[config.mk]
export PLATFORM = sky130hd
export DESIGN_NAME = pbx_dir_ctl
export DESIGN_NICKNAME = d
export VERILOG_FILES = /design/src/design/pbx_dir_ctl.v
export VERILOG_INCLUDE_DIRS = /design/src /design/src/design
export SDC_FILE = /design/constraint.sdc
export NUM_CORES = 1
export LEC_CHECK = 0
export BUFFER_PORTS_ARGS = -buffer_cell sky130_fd_sc_hd__buf_2
export CAP_MARGIN = 0
export CELL_PAD_IN_SITES_DETAIL_PLACEMENT = 0
export CELL_PAD_IN_SITES_GLOBAL_PLACEMENT = 1
export CORE_MARGIN = 2
export CORE_UTILIZATION = 48
export CTS_BUF_LIST = sky130_fd_sc_hd__clkbuf_4 sky130_fd_sc_hd__clkbuf_8
export DETAILED_ROUTE_END_ITERATION = 8
export PLACE_DENSITY_LB_ADDON = 0.2
export SYNTH_ARGS = -nofsm -noshare
export SYNTH_HDL_FRONTEND = slang
export SYNTH_SLANG_ARGS = --single-unit
[constraint.sdc]
create_clock -name sys_clk_in -period 3.26 [get_ports sys_clk_in]
set_clock_uncertainty 0.1 [all_clocks]
set_input_delay 0.489 -clock sys_clk_in [delete_from_list [all_inputs] [get_ports sys_clk_in]]
set_output_delay 0.489 -clock sys_clk_in [all_outputs]
set_load 0.05 [all_outputs]
[src/design/pbx_map.vh]
// Purpose: constants for the bus extender direction control block
// Assumes: 250 MHz system clock
// Notes:   times in ns, counts by integer division: response count truncated, handshake count rounded up
`ifndef PBX_MAP_VH
`define PBX_MAP_VH
`define PBX_CLK_PERIOD_NS     4
`define PBX_CFG_MODE_BIT      0
`define PBX_CFG_PPR_BIT       2
`define PBX_CFG_WIDTH         8
`define PBX_IDY_RESP_NS       200
`define PBX_IDY_RESP_CYC      (`PBX_IDY_RESP_NS / `PBX_CLK_PERIOD_NS)
`define PBX_PP_HS_NS          2000
`define PBX_PP_HS_CYC         ((`PBX_PP_HS_NS + `PBX_CLK_PERIOD_NS - 1) / `PBX_CLK_PERIOD_NS)
`define PBX_CNT_W             10
`define PBX_PPR_W             8
`endif

[src/design/pbx_dir_ctl.v]
// Purpose: direction control and parallel poll logic of one extender unit
// Assumes: all bus and link inputs asynchronous, true = asserted
// Notes:   bus lines are handled as asserted levels; drivers outside
`include "pbx_map.vh"
module pbx_dir_ctl (
	input  wire                    sys_clk_in,
	input  wire                    nrst_in,
	input  wire [`PBX_CFG_WIDTH-1:0] config_switch_bank_in,
	input  wire                    bus_ifc_in,
	input  wire                    bus_atn_in,
	input  wire                    bus_eoi_in,
	input  wire                    bus_dav_in,
	input  wire [`PBX_PPR_W-1:0]   bus_dio_in,
	input  wire                    lnk_ifc_in,
	input  wire                    lnk_atn_in,
	input  wire                    lnk_eoi_in,
	input  wire                    lnk_dav_in,
	input  wire                    lnk_pp_hs_in,
	input  wire [`PBX_PPR_W-1:0]   lnk_ppr_in,
	output reg                     local_sysctl_state_out,
	output reg                     remote_sysctl_state_out,
	output reg                     local_active_ctl_state_out,
	output reg                     remote_active_ctl_state_out,
	output reg                     local_source_state_out,
	output reg                     remote_source_state_out,
	output wire                    ifc_ren_to_link_out,
	output wire                    atn_to_link_out,
	output wire                    srq_to_bus_out,
	output wire                    dav_dio_to_link_out,
	output wire                    hs_to_bus_out,
	output reg                     forwarded_attention_out,
	output reg                     forwarded_end_identify_out,
	output reg                     poll_handshake_return_out,
	output reg  [`PBX_PPR_W-1:0]   ppr_to_bus_out,
	output reg                     ppr_drive_en_out,
	output reg  [`PBX_PPR_W-1:0]   ppr_to_link_out,
	output reg                     nrfd_holdoff_out
);
	localparam PP_IDLE = 2'b00;
	localparam PP_WAIT = 2'b01;
	localparam PP_LOAD = 2'b10;
	localparam integer HS_CYC_FULL = `PBX_PP_HS_CYC;
	localparam [`PBX_CNT_W-1:0] HS_CYC = HS_CYC_FULL[`PBX_CNT_W-1:0];

	// Two-flop synchronisers for all asynchronous inputs
	reg [8:0] s1_ff;
	reg [8:0] s2_ff;
	reg [`PBX_CFG_WIDTH-1:0] cfg1_ff;
	reg [`PBX_CFG_WIDTH-1:0] cfg2_ff;
	reg [`PBX_PPR_W-1:0] dio1_ff;
	reg [`PBX_PPR_W-1:0] dio2_ff;
	reg [`PBX_PPR_W-1:0] lppr1_ff;
	reg [`PBX_PPR_W-1:0] lppr2_ff;
	always @(posedge sys_clk_in) begin
		if (!nrst_in) begin
			s1_ff    <= 9'h000;
			s2_ff    <= 9'h000;
			cfg1_ff  <= 8'h00;
			cfg2_ff  <= 8'h00;
			dio1_ff  <= 8'h00;
			dio2_ff  <= 8'h00;
			lppr1_ff <= 8'h00;
			lppr2_ff <= 8'h00;
		end else begin
			s1_ff    <= {lnk_pp_hs_in, lnk_dav_in, lnk_eoi_in, lnk_atn_in, lnk_ifc_in,
				bus_dav_in, bus_eoi_in, bus_atn_in, bus_ifc_in};
			s2_ff    <= s1_ff;
			cfg1_ff  <= config_switch_bank_in;
			cfg2_ff  <= cfg1_ff;
			dio1_ff  <= bus_dio_in;
			dio2_ff  <= dio1_ff;
			lppr1_ff <= lnk_ppr_in;
			lppr2_ff <= lppr1_ff;
		end
	end

	wire b_ifc = s2_ff[0];
	wire b_atn = s2_ff[1];
	wire b_eoi = s2_ff[2];
	wire b_dav = s2_ff[3];
	wire l_ifc = s2_ff[4];
	wire l_atn = s2_ff[5];
	wire l_eoi = s2_ff[6];
	wire l_dav = s2_ff[7];
	wire l_hs  = s2_ff[8];
	wire talk_only_mode = cfg2_ff[`PBX_CFG_MODE_BIT];
	wire controller_capable_mode = ~talk_only_mode;
	wire buffered_ppr = ~cfg2_ff[`PBX_CFG_PPR_BIT];

	// Previous levels for edge detection (second stage only)
	reg b_ifc_q_ff, b_atn_q_ff, b_dav_q_ff, l_ifc_q_ff, l_atn_q_ff, l_dav_q_ff;
	always @(posedge sys_clk_in) begin
		if (!nrst_in) begin
			{b_ifc_q_ff, b_atn_q_ff, b_dav_q_ff} <= 3'h0;
			{l_ifc_q_ff, l_atn_q_ff, l_dav_q_ff} <= 3'h0;
		end else begin
			{b_ifc_q_ff, b_atn_q_ff, b_dav_q_ff} <= {b_ifc, b_atn, b_dav};
			{l_ifc_q_ff, l_atn_q_ff, l_dav_q_ff} <= {l_ifc, l_atn, l_dav};
		end
	end

	// A leading edge is ignored when the twin already drives that line to us
	wire b_ifc_rise = b_ifc & ~b_ifc_q_ff & ~remote_sysctl_state_out;
	wire l_ifc_rise = l_ifc & ~l_ifc_q_ff;
	wire b_atn_rise = b_atn & ~b_atn_q_ff & ~remote_active_ctl_state_out;
	wire l_atn_rise = l_atn & ~l_atn_q_ff;
	wire b_dav_rise = b_dav & ~b_dav_q_ff & ~remote_source_state_out;
	wire l_dav_rise = l_dav & ~l_dav_q_ff;
	wire atn_change = (b_atn != b_atn_q_ff) & ~remote_active_ctl_state_out;
	wire ctl_found  = local_sysctl_state_out | remote_sysctl_state_out;
	wire ac_found   = local_active_ctl_state_out | remote_active_ctl_state_out;
	reg  [1:0] pp_st_ff;
	wire poll_busy  = (pp_st_ff != PP_IDLE);
	reg  dir_fixed_ff;

	// Controller and source tracking; local and remote exclusive per function
	always @(posedge sys_clk_in) begin
		if (!nrst_in) begin
			local_sysctl_state_out      <= 1'b0;
			remote_sysctl_state_out     <= 1'b0;
			local_active_ctl_state_out  <= 1'b0;
			remote_active_ctl_state_out <= 1'b0;
			local_source_state_out      <= 1'b0;
			remote_source_state_out     <= 1'b0;
			dir_fixed_ff                <= 1'b0;
		end else if (talk_only_mode) begin
			local_sysctl_state_out      <= 1'b0;
			remote_sysctl_state_out     <= 1'b0;
			local_active_ctl_state_out  <= 1'b0;
			remote_active_ctl_state_out <= 1'b0;
			// First DAV from either side fixes the direction for good
			if (!dir_fixed_ff && b_dav_rise) begin
				local_source_state_out <= 1'b1;
				dir_fixed_ff           <= 1'b1;
			end else if (!dir_fixed_ff && l_dav_rise) begin
				remote_source_state_out <= 1'b1;
				dir_fixed_ff            <= 1'b1;
			end
		end else begin
			// System controller: IFC first, whoever pulses it last owns it, but a bus pulse is ignored while the twin owns it
			if (b_ifc_rise) begin
				local_sysctl_state_out  <= 1'b1;
				remote_sysctl_state_out <= 1'b0;
			end else if (l_ifc_rise) begin
				local_sysctl_state_out  <= 1'b0;
				remote_sysctl_state_out <= 1'b1;
			end
			// Active controller only after system controller is known
			if (ctl_found && b_atn_rise) begin
				local_active_ctl_state_out  <= 1'b1;
				remote_active_ctl_state_out <= 1'b0;
			end else if (ctl_found && l_atn_rise) begin
				local_active_ctl_state_out  <= 1'b0;
				remote_active_ctl_state_out <= 1'b1;
			end
			// Source cleared on ATN change or poll; DAV takes it only while the other side is quiet
			if (!ac_found || atn_change || poll_busy) begin
				local_source_state_out  <= 1'b0;
				remote_source_state_out <= 1'b0;
			end else if (b_dav_rise && !l_dav && !l_atn) begin
				local_source_state_out  <= 1'b1;
				remote_source_state_out <= 1'b0;
			end else if (l_dav_rise && !b_dav && !b_atn) begin
				local_source_state_out  <= 1'b0;
				remote_source_state_out <= 1'b1;
			end
		end
	end

	// Line directions derived from the tracked states
	assign ifc_ren_to_link_out = local_sysctl_state_out;
	assign atn_to_link_out     = local_active_ctl_state_out;
	assign srq_to_bus_out      = local_active_ctl_state_out;
	assign dav_dio_to_link_out = local_source_state_out;
	assign hs_to_bus_out       = local_source_state_out;

	// Parallel poll: identify is ATN and EOI together, in either order
	wire idy_local = b_atn & b_eoi & controller_capable_mode;
	wire idy_remote = l_atn & l_eoi & controller_capable_mode;
	reg  [`PBX_PPR_W-1:0] ppr_reg_ff;
	reg  [`PBX_CNT_W-1:0] hs_cnt_ff;

	// Local poll sequencer; forwarded lines held until response returns and local identify ends
	always @(posedge sys_clk_in) begin
		if (!nrst_in) begin
			pp_st_ff                   <= PP_IDLE;
			forwarded_attention_out    <= 1'b0;
			forwarded_end_identify_out <= 1'b0;
			ppr_reg_ff                 <= 8'h00;
		end else begin
			case (pp_st_ff)
			PP_IDLE: begin
				if (idy_local && !idy_remote) begin
					forwarded_attention_out    <= 1'b1;
					forwarded_end_identify_out <= 1'b1;
					pp_st_ff                   <= PP_WAIT;
				end
			end
			PP_WAIT: begin
				// Both the response and the end of local identify are needed
				if (l_hs && !idy_local) begin
					forwarded_attention_out    <= 1'b0;
					forwarded_end_identify_out <= 1'b0;
					ppr_reg_ff                 <= lppr2_ff;
					pp_st_ff                   <= PP_LOAD;
				end
			end
			PP_LOAD: begin
				if (!l_hs) begin
					pp_st_ff <= PP_IDLE;
				end
			end
			default: begin
				pp_st_ff <= PP_IDLE;
			end
			endcase
		end
	end

	// Response to local bus: register in buffered mode, link data otherwise
	always @(posedge sys_clk_in) begin
		if (!nrst_in) begin
			ppr_to_bus_out   <= 8'h00;
			ppr_drive_en_out <= 1'b0;
			nrfd_holdoff_out <= 1'b0;
		end else begin
			// Buffered: three cycles after identify on the bus, well inside the response window
			ppr_drive_en_out <= idy_local && (buffered_ppr || l_hs);
			ppr_to_bus_out   <= buffered_ppr ? ppr_reg_ff : lppr2_ff;
			nrfd_holdoff_out <= idy_local | poll_busy;
		end
	end

	// Remote side: replay poll on our bus, return handshake after 2 us
	always @(posedge sys_clk_in) begin
		if (!nrst_in) begin
			hs_cnt_ff                 <= 10'h000;
			poll_handshake_return_out <= 1'b0;
			ppr_to_link_out           <= 8'h00;
		end else if (!idy_remote) begin
			hs_cnt_ff                 <= 10'h000;
			poll_handshake_return_out <= 1'b0;
		end else if (hs_cnt_ff < HS_CYC) begin
			hs_cnt_ff <= hs_cnt_ff + 10'h001;
		end else begin
			poll_handshake_return_out <= 1'b1;
			ppr_to_link_out           <= dio2_ff;
		end
	end
endmodule

==> impl_metrics.json <==
{
  "grt_pass1_wl_mm": 11.5,
  "worstSkewPairLatency_ns": 0.35,
  "cts_hold_buffers": 0,
  "p_leak_nw": 1.74,
  "viasPerCell": 4.98,
  "clock_tree.root_cell": "clkbuf_8",
  "drc": 0,
  "switching_share_pct": 23.7,
  "dieHeight_um": 95.1,
  "drtAntennaViolNets": 0,
  "wirelength_mm": 6.63,
  "antenna_found_initial": 0,
  "combPwrFrac_pct": 4.4,
  "synth_top_family_by_area": "simple AND/OR/NAND/NOR gates",
  "seq_area_frac_synth_pct": 53.8,
  "fillers": 739,
  "ys_warn_count": 0,
  "grt_pass1_vias": 2576,
  "hold_viol_final": 0,
  "firstDrtPassIters": 4,
  "yosys_register_bits": 107,
  "hold_class": "in2reg",
  "synth-xor-area-share_pct": 0,
  "row_count": 33,
  "postCtsSetupRepairBufs": 0,
  "status": "complete, no violations",
  "wl_per_cell_um": 12.2,
  "hpwl_mm": 4.42,
  "overflow": 0,
  "core_region_area_um2": 8130,
  "switchingPower_mw": 0.530,
  "gp_congestion": 0.723,
  "io_buffers": 60,
  "ioPinCount": 67,
  "worst_slew_pin_slew_ns": 0.934,
  "die-area_um2": 9040,
  "power.internal_mw": 1.70,
  "final-setup-viol-count": 0,
  "drive_gt1_share_pct": 18.3,
  "ctsResizeCount": 0,
  "period_share_pct": 53.1,
  "vias": 2701,
  "worstPathMaxFanout": 125,
  "synth_compound_area_share_pct": 9.43,
  "cellPowerDensity_nw_per_um2": 504,
  "netlist_instances": 393,
  "synth_fa_ha_area_share_pct": 0.628,
  "dr.first_iter.drc_count": 150,
  "numClockSinks": 107,
  "ys_types": 45,
  "syn_area_um2": 3980,
  "async_reset_ff_share_pct": 0,
  "grt_max_degree": 126,
  "start_util_pct": 49.0,
  "htree_levels": 3,
  "min_period_ns": 1.73,
  "setup_tns_ns": 0,
  "synth-simple-area-share_pct": 25.4,
  "cp.required_ns": 3.46,
  "clkTransAtPathRegs_ns": 0.11,
  "ir_drop_mv": 0.298,
  "syn-num-nets": 430,
  "syn_to_final_growth_pct": 11.4,
  "max_slew_margin_pct": 37.7,
  "hold_slack_ns": 0.228,
  "critPathArrivalTime_ns": 1.93,
  "synthFlopType": "dfxtp_1",
  "fmax_mhz": 578,
  "startpoint_type": "input pin",
  "synth-edff-count": 0,
  "drv_cap": 0,
  "cts_tree": "built",
  "antennaDiodeCount": 0,
  "clkPwrFrac_pct": 34.8,
  "synth.area.mux_share_pct": 5.53,
  "final_nets": 469,
  "p_seq_share_pct": 60.8,
  "numCtsBuffers": 9,
  "cp-end-kind": "flip-flop",
  "worstSetupPathType": "in2reg",
  "syn_avg_cell_area_um2": 10.1,
  "rsz0062_at_grt": "false",
  "dieWidth_um": 95.1,
  "drv_slew": 0,
  "track_usage_pct": 15.9,
  "cts_buffer_depth": 2
}
==> path summary, 6_finish.rpt <==
path                      start                          end  slack (ns)  cells after the start
setup / recovery        nrst_in  remote_active_ctl_state_out        1.53                      4
setup reg to reg     cfg2_ff[0]                ppr_reg_ff[2]        1.57                      3
hold / removal    lnk_ppr_in[3]                  lppr1_ff[3]        0.23                      2
hold reg to reg     lppr1_ff[7]                  lppr2_ff[7]        0.34                      1
==> flip-flops by register name (all words and copies together), names as in the netlist, 2 cells and up <==
name	flops
lppr2_ff	8
ppr_to_bus_out	8
cfg2_ff	2
lppr1_ff	8
ppr_to_link_out	8
s2_ff	9
dio2_ff	8
ppr_reg_ff	8
cfg1_ff	2
dio1_ff	8
pp_st_ff	2
s1_ff	9
hs_cnt_ff	10
==> routing by layer <==
metal	vias up	share of wire, %	global-route usage [%]
met5	-	0	0
met2	40	49	25.8
met3	5	3.2	3.64
met1	1237	47	20.9
li1	1419	-	-
met4	0	0.89	5.80
==> cell type report <==
class                      count  area [um^2]  area share, %
sequential                   107         2140           48.3
clock inverter                 6         55.1           1.24
multi-input combinational    245         1630           36.8
inverter                       8         30.0          0.677
clock buffer                  10          138           3.10
tap                          105          131           2.96
timing repair buffer          61          308           6.94
==> worst max-delay path, stage by stage <==
cell,delay (ns)
buf_2,0.10
buf_4,0.69
nand2_1,0.29
o21ba_1,0.28
==> layout by cell type, fill, tap and decap left out, drive strengths merged, types with 2 or more instances in the layout <==
| cell type | instances |
|---|---|
| dfxtp | 107 |
| and2 | 68 |
| buf | 61 |
| nand2 | 37 |
| mux2i | 22 |
| nand4 | 17 |
| o2111ai | 16 |
| nand2b | 12 |
| inv | 11 |
| clkbuf | 10 |
| nor2b | 9 |
| a21oi | 9 |
| nor2 | 6 |
| o21ai | 6 |
| nand3b | 4 |
| nor3 | 4 |
| o21a | 3 |
| a21boi | 3 |
| and3b | 2 |
| and4b | 2 |
| a31oi | 2 |
| or3b | 2 |
| and4 | 2 |
| a211oi | 2 |
| ha | 2 |
| clkinv | 2 |
==> logic make-up after synthesis <==
| group | after synthesis |
|---|---|
| flip-flops | 107 |
| multiplexers | 22 |
| adder cells (fa/ha/maj) | 2 |
| AND/OR/NAND/NOR | 173 |
| buffers and inverters | 41 |
| AO/OA/AOI/OAI | 48 |
==> metrics by stage <==
| step | cells | area (um^2) | util [%] | total power, mW | setup WS, ns |
|---|---|---|---|---|---|
| final | 542 | 4440 | 54.5 | 2.23 | 1.53 |
| after global routing | 542 | 4440 | 54.5 | 2.33 | 1.32 |
| after CTS | 542 | 4440 | 54.5 | 2.27 | 1.49 |
| after detailed placement | 526 | 4240 | 52.2 | 1.49 | 1.14 |
| after global placement | 526 | 4240 | 52.2 | 1.49 | 1.17 |
| after floorplan | 393 | 3980 | - | 1.46 | 1.72 |
==> Yosys cell counts, drive strengths merged (4+ instances only) <==
library cell | n | share of area, %
buf | 22 | 3.4
inv | 7 | 0.66
nor2 | 6 | 0.57
nand2b | 12 | 1.9
o21ai | 6 | 0.75
dfxtp | 107 | 54
nand3b | 4 | 0.75
nand4 | 17 | 2.7
clkbuf | 11 | 1.0
mux2i | 22 | 5.5
a21oi | 9 | 1.2
o2111ai | 16 | 3.5
nor3 | 4 | 0.50
and2 | 68 | 11
nand2 | 37 | 3.5
nor2b | 9 | 1.4
==> power groups by stage <==
stage / Clock [mW] / Combinational [mW] / Sequential [mW]
CTS: 0.807 / 0.100 / 1.36
floorplan: 0 / 0.0672 / 1.39
global placement: 0 / 0.0976 / 1.39
detailed placement: 0 / 0.0997 / 1.39
finish: 0.778 / 0.0977 / 1.36
global route: 0.857 / 0.111 / 1.36
(Power assumes the default switching activity.)
